==> src/wdt_pkg.sv <==
// Shared constants for the sequencer watchdog and configuration lock.
// Assumes a 200 MHz reference clock and byte-wide register access.
package wdt_pkg;

    // Register offsets.
    localparam logic [7:0] SRC_SEL_ADDR   = 8'h3C;
    localparam logic [7:0] PERIOD_ADDR    = 8'h3D;
    localparam logic [7:0] LOCK_ADDR      = 8'h45;

    // Reset values.
    localparam logic [7:0] SRC_SEL_RESET  = 8'h80;
    localparam logic [7:0] PERIOD_RESET   = 8'h00;
    localparam logic [7:0] LOCK_RESET     = 8'h00;

    // Field positions of the source select register.
    localparam int GIN_SEL_LSB  = 0;
    localparam int POUT_SEL_LSB = 2;
    localparam int DEP_LSB      = 5;
    // Field positions of the period register and the lock register.
    localparam int NORM_LSB     = 0;
    localparam int INIT_LSB     = 3;
    localparam int ENABLE_BIT   = 6;
    localparam int LOCK_BIT     = 0;

    // Dependency codes.
    localparam logic [1:0] DEP_BOTH_A = 2'h0;
    localparam logic [1:0] DEP_POUT   = 2'h1;
    localparam logic [1:0] DEP_GIN    = 2'h2;
    localparam logic [1:0] DEP_BOTH_B = 2'h3;

    // Timing: the shortest period in nanoseconds, each code four times longer.
    localparam longint CLK_PERIOD_NS  = 5;
    localparam longint BASE_PERIOD_NS = 6250000;
    localparam int     BASE_CYCLES    = int'(BASE_PERIOD_NS / CLK_PERIOD_NS);
    localparam int     CNT_W          = 36;

    // Settling time for new configuration, and its count (rounded down).
    localparam longint APPLY_NS       = 5000;
    localparam int     APPLY_CYCLES   = int'(APPLY_NS / CLK_PERIOD_NS);

    typedef enum logic [1:0]
    {
        ST_OFF     = 2'b00,
        ST_INITIAL = 2'b01,
        ST_NORMAL  = 2'b10
    } wd_state_type;

endpackage : wdt_pkg

==> src/wdt_top.sv <==
// Watchdog timer with configuration lock for a supply sequencer.
// Assumes a byte register port from the serial interface on the same clock.
`timescale 1ns/100ps
`default_nettype none
module wdt_top
    import wdt_pkg::*;
#(
    parameter int BASE_CNT = BASE_CYCLES
)
(
    // Clock, reset and enable.
    input  wire logic       I_REF_CLK,
    input  wire logic       I_RST_B,
    input  wire logic       I_CE,
    // Register port.
    input  wire logic       I_REG_WR,
    input  wire logic [7:0] I_REG_ADDR,
    input  wire logic [7:0] I_REG_WDATA,
    output var  logic [7:0] O_REG_RDATA,
    // Clear sources and outputs.
    input  wire logic [3:0] I_GENERAL_INPUT_N,
    input  wire logic [7:0] I_PROGRAMMABLE_OUTPUT_N,
    input  wire logic [7:0] I_WD_DEPENDENT,
    output var  logic [7:0] O_WD_ASSERT,
    output var  logic       O_WD_TIMEOUT,
    output var  logic       O_CONFIG_LOCKED
);

    logic [3:0]       gin_sync;
    logic [7:0]       src_sel;
    logic [7:0]       period_reg;
    logic [7:0]       lock_reg;
    logic [7:0]       next_src_sel;
    logic [7:0]       next_period_reg;
    logic [7:0]       next_lock_reg;
    logic [7:0]       next_rdata;
    logic [CNT_W-1:0] norm_cycles;
    logic [CNT_W-1:0] init_cycles;

    wdt_sync #(.W(4)) u_sync
    (
        .clk   (I_REF_CLK),
        .rst_b (I_RST_B),
        .ce    (I_CE),
        .d     (I_GENERAL_INPUT_N),
        .q     (gin_sync)
    );

    // Register bank with lock guard.
    always_comb
    begin
        next_src_sel    = src_sel;
        next_period_reg = period_reg;
        next_lock_reg   = lock_reg;
        if (I_CE && I_REG_WR)
        begin
            if (I_REG_ADDR == LOCK_ADDR)
                next_lock_reg = {7'h00, I_REG_WDATA[LOCK_BIT]};
            else if (!lock_reg[LOCK_BIT])
            begin
                if (I_REG_ADDR == SRC_SEL_ADDR)
                    next_src_sel = I_REG_WDATA;
                if (I_REG_ADDR == PERIOD_ADDR)
                    next_period_reg = {1'b0, I_REG_WDATA[6:0]};
            end
        end
        unique case (I_REG_ADDR)
            SRC_SEL_ADDR: next_rdata = src_sel;
            PERIOD_ADDR:  next_rdata = period_reg;
            LOCK_ADDR:    next_rdata = lock_reg;
            default:      next_rdata = 8'h00;
        endcase
        if (!I_CE)
            next_rdata = O_REG_RDATA;
    end

    always_ff @(posedge I_REF_CLK or negedge I_RST_B)
    begin
        if (!I_RST_B)
        begin
            src_sel         <= SRC_SEL_RESET;
            period_reg      <= PERIOD_RESET;
            lock_reg        <= LOCK_RESET;
            O_REG_RDATA     <= 8'h00;
            O_CONFIG_LOCKED <= 1'b0;
        end
        else
        begin
            src_sel         <= next_src_sel;
            period_reg      <= next_period_reg;
            lock_reg        <= next_lock_reg;
            O_REG_RDATA     <= next_rdata;
            O_CONFIG_LOCKED <= next_lock_reg[LOCK_BIT];
        end
    end

    // Period lookups add one cycle of latency, far inside the settling budget.
    wdt_period #(.BASE_CNT(BASE_CNT)) u_norm
    (
        .clk    (I_REF_CLK),
        .rst_b  (I_RST_B),
        .ce     (I_CE),
        .code   (period_reg[NORM_LSB +: 3]),
        .cycles (norm_cycles)
    );

    wdt_period #(.BASE_CNT(BASE_CNT)) u_init
    (
        .clk    (I_REF_CLK),
        .rst_b  (I_RST_B),
        .ce     (I_CE),
        .code   (period_reg[INIT_LSB +: 3]),
        .cycles (init_cycles)
    );

    // Source selection and edge detection.
    logic       gin_sel;
    logic       pout_sel;
    logic       gin_prev;
    logic       pout_prev;
    logic       gin_seen;
    logic       pout_seen;
    logic       next_gin_prev;
    logic       next_pout_prev;
    logic       next_gin_seen;
    logic       next_pout_seen;
    logic       gin_edge;
    logic       pout_edge;
    logic       clear_evt;
    logic [1:0] dep;

    always_comb
    begin
        gin_sel   = gin_sync[src_sel[GIN_SEL_LSB +: 2]];
        pout_sel  = I_PROGRAMMABLE_OUTPUT_N[src_sel[POUT_SEL_LSB +: 3]];
        dep       = src_sel[DEP_LSB +: 2];
        gin_edge  = gin_sel != gin_prev;
        pout_edge = pout_sel != pout_prev;
        unique case (dep)
            DEP_POUT:   clear_evt = pout_edge;
            DEP_GIN:    clear_evt = gin_edge;
            DEP_BOTH_A,
            DEP_BOTH_B: clear_evt = (gin_edge || gin_seen) && (pout_edge || pout_seen);
        endcase
    end

    // Timer state machine.
    wd_state_type     state;
    wd_state_type     next_state;
    logic [CNT_W-1:0] count;
    logic [CNT_W-1:0] next_count;
    logic             next_timeout;
    logic [7:0]       next_assert;
    logic             enable;

    assign enable = period_reg[ENABLE_BIT];

    always_comb
    begin
        next_state     = state;
        next_count     = count;
        next_timeout   = O_WD_TIMEOUT;
        next_assert    = O_WD_ASSERT;
        next_gin_prev  = gin_prev;
        next_pout_prev = pout_prev;
        next_gin_seen  = gin_seen;
        next_pout_seen = pout_seen;
        if (I_CE)
        begin
            next_gin_prev  = gin_sel;
            next_pout_prev = pout_sel;
            next_gin_seen  = gin_seen || gin_edge;
            next_pout_seen = pout_seen || pout_edge;
            unique case (state)
                ST_OFF:
                begin
                    next_timeout   = 1'b0;
                    next_count     = '0;
                    next_gin_seen  = 1'b0;
                    next_pout_seen = 1'b0;
                    if (enable)
                        next_state = ST_INITIAL;
                end
                ST_INITIAL,
                ST_NORMAL:
                begin
                    next_count = count + CNT_W'(1);
                    if (!enable)
                    begin
                        next_state   = ST_OFF;
                        next_timeout = 1'b0;
                    end
                    else if (clear_evt)
                    begin
                        next_count     = '0;
                        next_timeout   = 1'b0;
                        next_gin_seen  = 1'b0;
                        next_pout_seen = 1'b0;
                        next_state     = ST_NORMAL;
                    end
                    else if (next_count >= (state == ST_INITIAL ? init_cycles : norm_cycles))
                    begin
                        // Fault: a missed clear in either period flags the processor.
                        next_timeout   = 1'b1;
                        next_count     = '0;
                        next_gin_seen  = 1'b0;
                        next_pout_seen = 1'b0;
                        next_state     = ST_NORMAL;
                    end
                end
                default:
                    next_state = ST_OFF;
            endcase
            next_assert = next_timeout ? I_WD_DEPENDENT : 8'h00;
        end
    end

    always_ff @(posedge I_REF_CLK or negedge I_RST_B)
    begin
        if (!I_RST_B)
        begin
            state        <= ST_OFF;
            count        <= '0;
            O_WD_TIMEOUT <= 1'b0;
            O_WD_ASSERT  <= 8'h00;
            gin_prev     <= 1'b0;
            pout_prev    <= 1'b0;
            gin_seen     <= 1'b0;
            pout_seen    <= 1'b0;
        end
        else
        begin
            state        <= next_state;
            count        <= next_count;
            O_WD_TIMEOUT <= next_timeout;
            O_WD_ASSERT  <= next_assert;
            gin_prev     <= next_gin_prev;
            pout_prev    <= next_pout_prev;
            gin_seen     <= next_gin_seen;
            pout_seen    <= next_pout_seen;
        end
    end

    // Checks.
    locked_write_drop_a: assert property (@(posedge I_REF_CLK) disable iff (!I_RST_B)
        (I_CE && I_REG_WR && lock_reg[0] && I_REG_ADDR == PERIOD_ADDR)
        |=> $stable(period_reg)) else $error("locked write changed period");
    unlock_write_a: assert property (@(posedge I_REF_CLK) disable iff (!I_RST_B)
        (I_CE && I_REG_WR && I_REG_ADDR == LOCK_ADDR)
        |=> lock_reg[0] == $past(I_REG_WDATA[0])) else $error("lock write lost");
    disabled_quiet_a: assert property (@(posedge I_REF_CLK) disable iff (!I_RST_B)
        (I_CE && !enable) |=> !O_WD_TIMEOUT && O_WD_ASSERT == 8'h00)
        else $error("timeout while disabled");
    enable_initial_a: assert property (@(posedge I_REF_CLK) disable iff (!I_RST_B)
        (I_CE && state == ST_OFF && enable) |=> state == ST_INITIAL)
        else $error("enable did not start initial period");
    clear_restart_a: assert property (@(posedge I_REF_CLK) disable iff (!I_RST_B)
        (I_CE && state != ST_OFF && enable && clear_evt)
        |=> count == 0 && state == ST_NORMAL) else $error("clear did not restart");
    gin_only_a: assert property (@(posedge I_REF_CLK) disable iff (!I_RST_B)
        (dep == DEP_GIN) |-> clear_evt == gin_edge) else $error("input dependency wrong");
    pout_only_a: assert property (@(posedge I_REF_CLK) disable iff (!I_RST_B)
        (dep == DEP_POUT) |-> clear_evt == pout_edge) else $error("output dependency wrong");
    timeout_assert_a: assert property (@(posedge I_REF_CLK) disable iff (!I_RST_B)
        $rose(O_WD_TIMEOUT) |-> O_WD_ASSERT == $past(I_WD_DEPENDENT))
        else $error("dependent outputs not asserted");
    initial_expiry_a: assert property (@(posedge I_REF_CLK) disable iff (!I_RST_B)
        (I_CE && state == ST_INITIAL && enable && !clear_evt && count + 1 >= init_cycles)
        |=> O_WD_TIMEOUT && state == ST_NORMAL) else $error("initial expiry missed");
    normal_expiry_a: assert property (@(posedge I_REF_CLK) disable iff (!I_RST_B)
        (I_CE && state == ST_NORMAL && enable && !clear_evt && count + 1 >= norm_cycles)
        |=> O_WD_TIMEOUT && count == 0) else $error("normal expiry missed");
    source_lock_a: assert property (@(posedge I_REF_CLK) disable iff (!I_RST_B)
        (I_CE && I_REG_WR && lock_reg[LOCK_BIT] && I_REG_ADDR == SRC_SEL_ADDR)
        |=> $stable(src_sel)) else $error("locked write changed source select");
    both_wait_a: assert property (@(posedge I_REF_CLK) disable iff (!I_RST_B)
        (I_CE && state != ST_OFF && enable && O_WD_TIMEOUT && !gin_seen && !gin_edge
        && (dep == DEP_BOTH_A || dep == DEP_BOTH_B))
        |=> O_WD_TIMEOUT) else $error("clear without both sources");
    clear_release_a: assert property (@(posedge I_REF_CLK) disable iff (!I_RST_B)
        (I_CE && state == ST_NORMAL && enable && clear_evt)
        |=> !O_WD_TIMEOUT && O_WD_ASSERT == 8'h00) else $error("clear kept outputs asserted");

    enable_cov: cover property (@(posedge I_REF_CLK) disable iff (!I_RST_B)
        state == ST_OFF ##1 state == ST_INITIAL);
    timeout_cov: cover property (@(posedge I_REF_CLK) disable iff (!I_RST_B)
        $rose(O_WD_TIMEOUT));
    clear_cov: cover property (@(posedge I_REF_CLK) disable iff (!I_RST_B)
        state == ST_NORMAL && clear_evt);
    pout_clear_cov: cover property (@(posedge I_REF_CLK) disable iff (!I_RST_B)
        state == ST_NORMAL && dep == DEP_POUT && clear_evt);
    both_clear_cov: cover property (@(posedge I_REF_CLK) disable iff (!I_RST_B)
        state == ST_NORMAL && (dep == DEP_BOTH_A || dep == DEP_BOTH_B) && clear_evt);

endmodule : wdt_top
`default_nettype wire

==> src/wdt_sync.sv <==
// Two-flop synchroniser for a bus of pin inputs.
// Assumes the inputs are asynchronous to the clock.
`timescale 1ns/100ps
`default_nettype none
module wdt_sync
#(
    parameter int W = 4
)
(
    input  wire logic         clk,
    input  wire logic         rst_b,
    input  wire logic         ce,
    input  wire logic [W-1:0] d,
    output var  logic [W-1:0] q
);
    logic [W-1:0] meta;
    logic [W-1:0] next_meta;
    logic [W-1:0] next_q;

    always_comb
    begin
        next_meta = ce ? d : meta;
        next_q    = ce ? meta : q;
    end

    always_ff @(posedge clk or negedge rst_b)
    begin
        if (!rst_b)
        begin
            meta <= '0;
            q    <= '0;
        end
        else
        begin
            meta <= next_meta;
            q    <= next_q;
        end
    end
endmodule : wdt_sync
`default_nettype wire

==> src/wdt_period.sv <==
// Period lookup: turns a 3-bit period code into a cycle count.
// Assumes the base count and multiplier spacing from the package.
`timescale 1ns/100ps
`default_nettype none
module wdt_period
    import wdt_pkg::*;
#(
    // Cycles in the shortest period; a smaller value shortens all eight codes alike.
    parameter int BASE_CNT = BASE_CYCLES
)
(
    input  wire logic             clk,
    input  wire logic             rst_b,
    input  wire logic             ce,
    input  wire logic [2:0]       code,
    output var  logic [CNT_W-1:0] cycles
);
    logic [CNT_W-1:0] next_cycles;

    // Each code step is four times the previous duration.
    always_comb
    begin
        next_cycles = ce ? (CNT_W'(BASE_CNT) << {code, 1'b0}) : cycles;
    end

    always_ff @(posedge clk or negedge rst_b)
    begin
        if (!rst_b)
            cycles <= CNT_W'(BASE_CNT);
        else
            cycles <= next_cycles;
    end
endmodule : wdt_period
`default_nettype wire

==> config.mk <==
export PLATFORM = sky130hd
export DESIGN_NAME = wdt_top
export DESIGN_NICKNAME = d
export VERILOG_FILES = /design/src/wdt_pkg.sv /design/src/wdt_top.sv /design/src/wdt_sync.sv /design/src/wdt_period.sv
export SDC_FILE = /design/constraint.sdc
export NUM_CORES = 1
export LEC_CHECK = 0
export BUFFER_PORTS_ARGS = -buffer_cell sky130_fd_sc_hd__clkbuf_2
export CORE_MARGIN = 5
export CORE_UTILIZATION = 55
export CTS_BUF_LIST = sky130_fd_sc_hd__clkbuf_8
export CTS_CLUSTER_DIAMETER = 80
export DETAILED_ROUTE_END_ITERATION = 8
export MAX_ROUTING_LAYER = met4
export PLACE_DENSITY = 0.74
export SYNTH_ARGS = -nofsm -noshare
export SYNTH_HDL_FRONTEND = slang
export SYNTH_SLANG_ARGS = --single-unit
export TNS_END_PERCENT = 50
==> constraint.sdc <==
create_clock -name I_REF_CLK -period 5.58 [get_ports I_REF_CLK]
set_clock_uncertainty 0.05 [all_clocks]
set_input_delay 1.116 -clock I_REF_CLK [delete_from_list [all_inputs] [get_ports I_REF_CLK]]
set_output_delay 1.116 -clock I_REF_CLK [all_outputs]
set_load 0.02 [all_outputs]
==> results of run 1 <==
[kinds of logic after synthesis]
| family | count (synthesis) | share of synthesized area (%) |
|---|---|---|
| adder cells (fa/ha/maj) | 44 | 7.10 |
| buffers and inverters | 75 | 4.84 |
| AND/OR/NAND/NOR | 284 | 19.8 |
| flip-flops | 129 | 41.9 |
| AO/OA/AOI/OAI | 129 | 10.1 |
| multiplexers | 61 | 8.91 |
| XOR/XNOR | 65 | 7.35 |
[power groups by stage]
stage	clock network, uW	registers [uW]	logic, uW
2_1_floorplan	0	1040	292
3_3_place_gp	0	1050	408
3_5_place_dp	0	1050	424
4_1_cts	907	1040	427
5_1_grt	955	1040	467
6_report	893	1040	424
[cells in the mapped netlist, types with 24 or more instances]
cell / n
dfrtp_1: 116
nor2_1: 84
nand2_1: 56
a21oi_1: 51
ha_1: 44
xnor2_1: 39
mux2_2: 33
o21ai_0: 32
inv_1: 29
nor3_2: 29
nand3_1: 28
xor2_1: 26
mux2i_1: 24
[worst min-delay path: cells and delay by family, from the launching register on]
family           cells  cell delay (ns)
AND/OR/NAND/NOR      1             0.05
flip-flops           1             0.37
AO/OA/AOI/OAI        1             0.06
[path summary, 6_finish.rpt]
kind | startpoint | to | slack (ns)
worst max-delay path | count[11] | count[2] | 0.67
worst min-delay path | u_init.cycles[9] | u_init.cycles[9] | 0.43
worst max register to register | count[11] | count[2] | 0.67
worst min register to register | u_init.cycles[9] | u_init.cycles[9] | 0.43
max in group asynchronous | I_RST_B | u_norm.cycles[26] | 3.82
min in group asynchronous | I_RST_B | count[7] | 0.70
[routing by layer]
metal  wire [microns]  track usage, %  vias to the layer above  share of wire [%]
met4              412            8.21                        0                2.3
li1                 -               -                     2867                  -
met2             8610            36.9                      170                 48
met1             8020            30.1                     2898                 45
met3              823            5.94                       40                4.6
met5                0               -                        -                  0
[metrics by stage]
step	cells	worst slack (ns)	total power, uW	utilization, %
finish	1022	0.668	2350	61.8
global placement	990	1.02	1460	58.6
floorplan	787	1.53	1340	-
detailed placement	990	0.810	1480	58.6
global route	1022	0.276	2470	61.8
CTS	1022	0.756	2370	61.8
[cell type report]
type,count,area (sq um)
multi-input combinational,583,4140
clock inverter,15,205
inverter,29,109
sequential,129,3240
tap,180,225
fill,1105,5280
clock buffer,17,234
timing repair buffer,69,390
==> flow_summary.toml, run 1 <==
[clocking]
cts-htree-levels = 4
clockBufferDepth = 2
insertion_delay_ns = 0.45
cts_hold_buf = 0
clk_pin_slew_ns = 0.08
tritoncts = "built"
cts_resized = 0
cts-root-buf = "clkbuf_8"
cts_setup_buffers = 0
clock-sinks = 129
numCtsBuffers = 17

[layout]
largestRegisters = "count (36), u_init.cycles (23), u_norm.cycles (23)"
antenna_cells = 0
largest_register_ffs = 36
design_area_sq_um = 8550
area_growth_pct = 10.3
final_common_cell = "dfrtp_1"
regMostFlops = "count"
drive_gt1_share_pct = 22.7
final_nets = 913
final_cell_mix = "dfrtp_1, nor2_1, nand2_1"

[sta]
worst_slew_pin_slew_ns = 1.20
slew_headroom_pct = 20.0
clock.fmax_mhz = 204
rsz0062_at_grt = "no"
finalSetupTns_ns = 0
setup_violations = 0
fin_crit_sh_pct = 88.0
post-route-min-period_ns = 4.91
slew_viol_final = 0
whs_ns = 0.431
hold_viol_final = 0

[floorplan]
core_area_sq_um = 13800
ioPinCount = 58
start_util_pct = 56.0
die_height_microns = 129
dieArea_sq_um = 16600
die_w_microns = 129
core.rowCount = 43

[critical_path]
slowest_stage = "o311a_2"
crit_fanout = 20
crit_type = "register to register"
cp_num_cells = 17
cp_slowest_stage_delay_ns = 0.57
path_buf_inv = 2
r2r.worst_path.cells = 17
worstPathRequired_ns = 5.88
critPathCaptureType = "register"
path_cells = "nand4_2, nor4_4, buf_4, nand4_1, nor2_1, nand2_1, nor2_1, xor2_1, ha_1, nand3_1, o22ai_1, a2111oi_0, a21oi_2, a311o_1, o311a_2, buf_12, nor4_2"
path_common_cell = "nor2_1"
start_kind = "register"
cp_data_arrival_time_ns = 5.21
cp_top_family = "compound AO/OA/AOI/OAI gates"

[power]
power_frac_clock_pct = 38.0
pwr-share-seq_pct = 44.0
total_leakage_power_uw = 0.00388
power_frac_comb_pct = 18.0
internal_power_uw = 1650
p_sw_share_pct = 29.9
power_density_nw_per_um2 = 275
switching_power_uw = 704
max-vdd-ir-drop_mv = 0.226

[yosys]
synth_top_area_share_pct = 37.5
synth_seq_cells = 129
synth_ff_type = "dfrtp_1"
syn_inst = 787
syn_avg_cell_area_sq_um = 9.85
yosysTopAreaCell = "dfrtp_1"
synthArstFlopShare_pct = 100
ys_seq_area_share_pct = 41.9
synthesis.nets = 871
synth_edf_count = 0
yosys_warnings = 0
synthTopCellsByArea = "dfrtp_1, ha_1, mux2_2"
netlist_area_sq_um = 7750
synth_cell_type_count = 64

[routing]
drc_errors = 0
drt_iter0_markers = 338
viasPerCell = 5.85
vias = 5975
antenna_left = 0
drtPass1Iterations = 5
routedWlPerCell_microns = 17.5
wl_microns = 17900

[place]
dp_hpwl_microns = 13000
portBuffers = 57
dpl_cell_area_sq_um = 8110
routabilityCongestion = 0.903

[global_route]
grt_use_total_pct = 23.6
grt_max_degree = 93
grt_pass1_wl_microns = 30500
antenna_found_initial = 0
gr-total-overflow = 0
grt_pass1_vias = 6259

[worst_hold_path]
hold_class = "register to register"
hold_depth = 2

[outcome]
outcome = "finished clean"

[run]
max_cap_violations = 0
Power figures use the tool's default switching activity.
==> run 2, diff against run 1 <==
--- a/config.mk
+++ b/config.mk
@@ -12,7 +12,7 @@
 export CTS_CLUSTER_DIAMETER = 80
 export DETAILED_ROUTE_END_ITERATION = 8
 export MAX_ROUTING_LAYER = met4
-export PLACE_DENSITY = 0.74
+export PLACE_DENSITY = 0.84
 export SYNTH_ARGS = -nofsm -noshare
 export SYNTH_HDL_FRONTEND = slang
 export SYNTH_SLANG_ARGS = --single-unit
==> run 2 against run 1 <==
Compared with the run above:
- hold slack better by 0.0024 ns
- via count up 1.5%
- register-to-register slack worse by 0.15 ns
- power down 3.0%
- final cell count down 0.29%
- critical path type unchanged
- sequential power about the same
- setup slack worse by 0.15 ns
- utilization down 0.53 points
- final area down 0.86%
- largest power group unchanged
- wire length about the same
==> flow_summary.toml, run 2 (synthesis results as in run 1) <==
[place]
place_ws_ns = 0.611
portBuffers = 57
routabilityCongestion = 0.917
dp_hpwl_microns = 12300

[clocking]
numCtsBuffers = 17
insertion_delay_ns = 0.45
clockBufferDepth = 2
cts_hold_buf = 0
cts_setup_buffers = 0
cts-root-buf = "clkbuf_8"
clock-sinks = 129
tritoncts = "built"
cts-htree-levels = 4
cts_resized = 0
clk_pin_slew_ns = 0.08

[power]
total_leakage_power_uw = 0.00384
power_uw = 2280
power_density_nw_per_um2 = 269
max-vdd-ir-drop_mv = 0.222

[run]
max_cap_violations = 0

[critical_path]
start_kind = "register"
cp_data_arrival_time_ns = 5.29
cp_top_family = "simple AND/OR/NAND/NOR gates"
path_buf_inv = 0
path_cells = "nand4_2, nor4_4, nand2_1, nor3_1, nand3_1, xnor2_1, ha_1, nand4_1, nor2_1, a221oi_1, and3_1, a211oi_1, o311a_2, nor3_1"
critPathCaptureType = "register"
path_common_cell = "nor3_1"
slowest_stage = "o311a_2"
crit_type = "register to register"
cp_slowest_stage_delay_ns = 0.96
worstPathRequired_ns = 5.80
crit_fanout = 34

[sta]
finalSetupTns_ns = 0
clock.fmax_mhz = 197
setup_violations = 0
hold_viol_final = 0
fin_crit_sh_pct = 90.7
worst_slew_pin_slew_ns = 1.18
slew_headroom_pct = 21.4
slew_viol_final = 0
rsz0062_at_grt = "no"
post-route-min-period_ns = 5.06
setup_slack_ns = 0.517

[floorplan]
die_w_microns = 129
start_util_pct = 56.0
core_area_sq_um = 13800
die_height_microns = 129
ioPinCount = 58
dieArea_sq_um = 16600
core.rowCount = 43

[layout]
fill_cells = 1087
largest_register_ffs = 36
final_cell_mix = "dfrtp_1, nor2_1, nand2_1"
final_nets = 910
antenna_cells = 0
final_common_cell = "dfrtp_1"
regMostFlops = "count"
area_growth_pct = 9.33
final_core_util_pct = 61.3
drive_gt1_share_pct = 22.3
largestRegisters = "count (36), u_init.cycles (23), u_norm.cycles (23)"

[global_route]
grt_pass1_vias = 6171
gr-total-overflow = 0
antenna_found_initial = 0
grt_max_degree = 97
grt_use_total_pct = 23.1
grt_pass1_wl_microns = 30000

[worst_hold_path]
hold_class = "register to register"

[routing]
drc_errors = 0
antenna_left = 0
viasPerCell = 5.95
vias = 6067
wl_microns = 17900
drt_iter0_markers = 420
drtPass1Iterations = 5
routedWlPerCell_microns = 17.5

[outcome]
outcome = "finished clean"
run 2: cell types whose count changed in the layout (fill, tap and decap cells not counted):
cell	delta
buf_4	-2
bufinv_16	-2
clkinv_2	-2
inv_6	+2
buf_12	-1
clkbuf_8	+1
clkinvlp_4	+1
inv_1	+1
inv_8	-1
run 2: report_power, final:
part	internal, uW	switching [uW]	leakage [uW]
Combinational	164	258	0.00195
Sequential	992	50.0	0.00169
Clock	415	404	0.000204
Total	1570	713	0.00384
run 2: per-stage QoR:
step / area, sq um / hold WS, ns / instances
floorplan: 7750 / 0.398 / 787
global placement: 8070 / 0.410 / 987
detailed placement: 8070 / 0.420 / 987
CTS: 8470 / 0.432 / 1019
global route: 8470 / 0.438 / 1019
finish: 8470 / 0.433 / 1019
run 2: worst paths after layout:
path                             startpoint                end  slack [ns]  cells past startpoint
hold / removal             u_init.cycles[9]   u_init.cycles[9]        0.43                      2
min in group asynchronous           I_RST_B           count[9]        0.60                      1
setup / recovery                  count[11]          count[35]        0.52                     14
hold reg to reg            u_init.cycles[9]   u_init.cycles[9]        0.43                      2
max in group asynchronous           I_RST_B  u_norm.cycles[34]        3.82                      2
setup reg to reg                  count[11]          count[35]        0.52                     14
run 2: area by class of cell:
cell class	instances	area [sq um]	share of cell area, %
Clock buffer	18	248	2.92
Multi-Input combinational cell	583	4140	48.8
Inverter	29	109	1.28
Clock inverter	14	153	1.80
Tap cell	180	225	2.66
Sequential cell	129	3240	38.3
Timing Repair Buffer	66	355	4.19
run 2: routing by layer:
layer / global-route usage (%) / vias up / routed length, microns
li1: - / 2855 / -
met1: 29.0 / 2980 / 7780
met2: 37.5 / 200 / 8940
met3: 4.28 / 32 / 787
met4: 8.15 / 0 / 366
met5: - / - / 0
run 2: worst min-delay path, stage by stage, from the launching register on:
cell	delay (ns)
dfstp_2	0.38
nand2_1	0.05
o31ai_1	0.06
==> run 3, diff against run 2 <==
--- a/config.mk
+++ b/config.mk
@@ -7,12 +7,13 @@
 export LEC_CHECK = 0
 export BUFFER_PORTS_ARGS = -buffer_cell sky130_fd_sc_hd__clkbuf_2
 export CORE_MARGIN = 5
-export CORE_UTILIZATION = 55
+export CORE_UTILIZATION = 57
 export CTS_BUF_LIST = sky130_fd_sc_hd__clkbuf_8
 export CTS_CLUSTER_DIAMETER = 80
+export CTS_CLUSTER_SIZE = 8
 export DETAILED_ROUTE_END_ITERATION = 8
 export MAX_ROUTING_LAYER = met4
-export PLACE_DENSITY = 0.84
+export PLACE_DENSITY = 0.86
 export SYNTH_ARGS = -nofsm -noshare
 export SYNTH_HDL_FRONTEND = slang
 export SYNTH_SLANG_ARGS = --single-unit
==> run 3 against run 2 <==
Compared with the run above:
- count of clock-buffer cells in the layout rose by 1
- first-iteration DRC count rose by 20%
- combinational power shrank 2%
- sequential power barely moved
- hold slack gained 0.0018 ns
- fmax fell by 0.17%
- final cell count down 0.49%
- register-to-register slack barely moved
- highest routed layer unchanged
==> flow_summary.toml, run 3 (synthesis results as in run 1) <==
[global_route]
antenna_found_initial = 0
gr-total-overflow = 0
grt_max_degree = 97
grt_pass1_wl_microns = 30500
grt_use_total_pct = 23.9
grt_pass1_vias = 6315

[critical_path]
r2r.worst_path.cells = 15
r2r-start = "count[11]"
worstPathRequired_ns = 5.80
cp_data_arrival_time_ns = 5.29
rrSetupSlack_ns = 0.51
path_buf_inv = 0
cp_slowest_stage_delay_ns = 0.97
cp_top_family = "simple AND/OR/NAND/NOR gates"
rr_endpoint = "count[35]"
start_kind = "register"
slowest_stage = "o311a_2"
crit_fanout = 34
path_cells = "nand4_2, nor4_4, nand4_1, nor2_1, nand2_1, nor2_1, xor2_1, ha_1, nand3_1, or3_1, a31oi_1, a31oi_1, a211oi_1, o311a_2, nor3_1"
critPathCaptureType = "register"
crit_type = "register to register"

[sta]
slew_viol_final = 0
setup_violations = 0
finalSetupTns_ns = 0
post-route-min-period_ns = 5.07
fin_crit_sh_pct = 90.9
hold_viol_final = 0
rsz0062_at_grt = "no"
worst_slew_pin_slew_ns = 1.15
whs_ns = 0.435
clock.fmax_mhz = 197
slew_headroom_pct = 22.9

[clocking]
tritoncts = "built"
insertion_delay_ns = 0.45
cts_hold_buf = 0
clock-sinks = 129
clk_pin_slew_ns = 0.09
numCtsBuffers = 17
cts-root-buf = "clkbuf_8"
cts_setup_buffers = 0
cts_resized = 0
cts-htree-levels = 4
clockBufferDepth = 2

[routing]
antenna_left = 0
routedWlPerCell_microns = 17.5
drc_errors = 0
viasPerCell = 6.04
vias = 6124
drt_iter0_markers = 502
wl_microns = 17800
drtPass1Iterations = 5

[worst_hold_path]
hold_class = "register to register"
hold-path-endpoint = "u_init.cycles[13]"
hp-start = "u_init.cycles[13]"
hold_depth = 2

[place]
dp_hpwl_microns = 12000
routabilityCongestion = 0.893
post-place-cells = 982
portBuffers = 57
dpl_cell_area_sq_um = 8060

[power]
power_density_nw_per_um2 = 268
power_uw = 2270
power_frac_clock_pct = 35.8
total_leakage_power_uw = 0.00384
pwr-share-seq_pct = 45.9
max-vdd-ir-drop_mv = 0.237
p_sw_share_pct = 32.0
switching_power_uw = 727
power_frac_comb_pct = 18.3
internal_power_uw = 1540

[floorplan]
core.rowCount = 42
die_height_microns = 127
ioPinCount = 58
core_area_sq_um = 13300
dieArea_sq_um = 16000
die_w_microns = 127
start_util_pct = 58.3

[layout]
drive_gt1_share_pct = 22.4
largestRegisters = "count (36), u_init.cycles (23), u_norm.cycles (23)"
final_common_cell = "dfrtp_1"
final_cells = 1014
final_nets = 909
antenna_cells = 0
design_area_sq_um = 8460
area_growth_pct = 9.17
regMostFlops = "count"
largest_register_ffs = 36
final_cell_mix = "dfrtp_1, nor2_1, nand2_1"

[outcome]
outcome = "finished clean"

[run]
max_cap_violations = 0
run 3: worst max-delay path by stage:
stage / from / end / slack [ns] / depth (start not counted)
after floorplan: count[10] / state[0] / 1.53 / 16
after global placement: count[11] / count[4] / 0.92 / 14
after detailed placement: count[11] / count[35] / 0.69 / 14
after CTS: count[11] / count[35] / 0.57 / 14
after global routing: count[11] / count[35] / 0.04 / 14
final: count[11] / count[35] / 0.51 / 15
run 3: through the flow:
step | util, % | setup slack [ns]
floorplan | - | 1.53
global placement | 60.6 | 0.916
detailed placement | 60.6 | 0.694
CTS | 63.6 | 0.574
global route | 63.6 | 0.0402
finish | 63.6 | 0.508
run 3: area by class of cell:
cell class                      instances  area [sq um]
Clock buffer                           19           262
Clock inverter                         13           139
Fill cell                             998          4840
Inverter                               29           109
Multi-Input combinational cell        583          4140
Sequential cell                       129          3240
Tap cell                              176           220
Timing Repair Buffer                   65           348
run 3: routing by layer:
metal / global-route usage (%) / up-vias / share of wire, %
met3: 4.16 / 42 / 5.7
met1: 30.8 / 2991 / 42
met5: - / - / 0
met4: 8.77 / 0 / 2.2
li1: - / 2856 / -
met2: 38.1 / 235 / 50
run 3: worst min-delay path, delay by kind of cell (launching register included):
| family | cells | cell delay (ns) |
|---|---|---|
| DFF | 1 | 0.35 |
| and+or+nand+nor | 1 | 0.05 |
| AOI/OAI and AO/OA | 1 | 0.05 |
run 3: power groups by stage:
stage / combinational (uW) / sequential (uW) / clock [uW]
6_report: 415 / 1040 / 813
5_1_grt: 455 / 1050 / 870
4_1_cts: 415 / 1040 / 822
3_5_place_dp: 410 / 1060 / 0
3_3_place_gp: 399 / 1050 / 0
2_1_floorplan: 292 / 1040 / 0
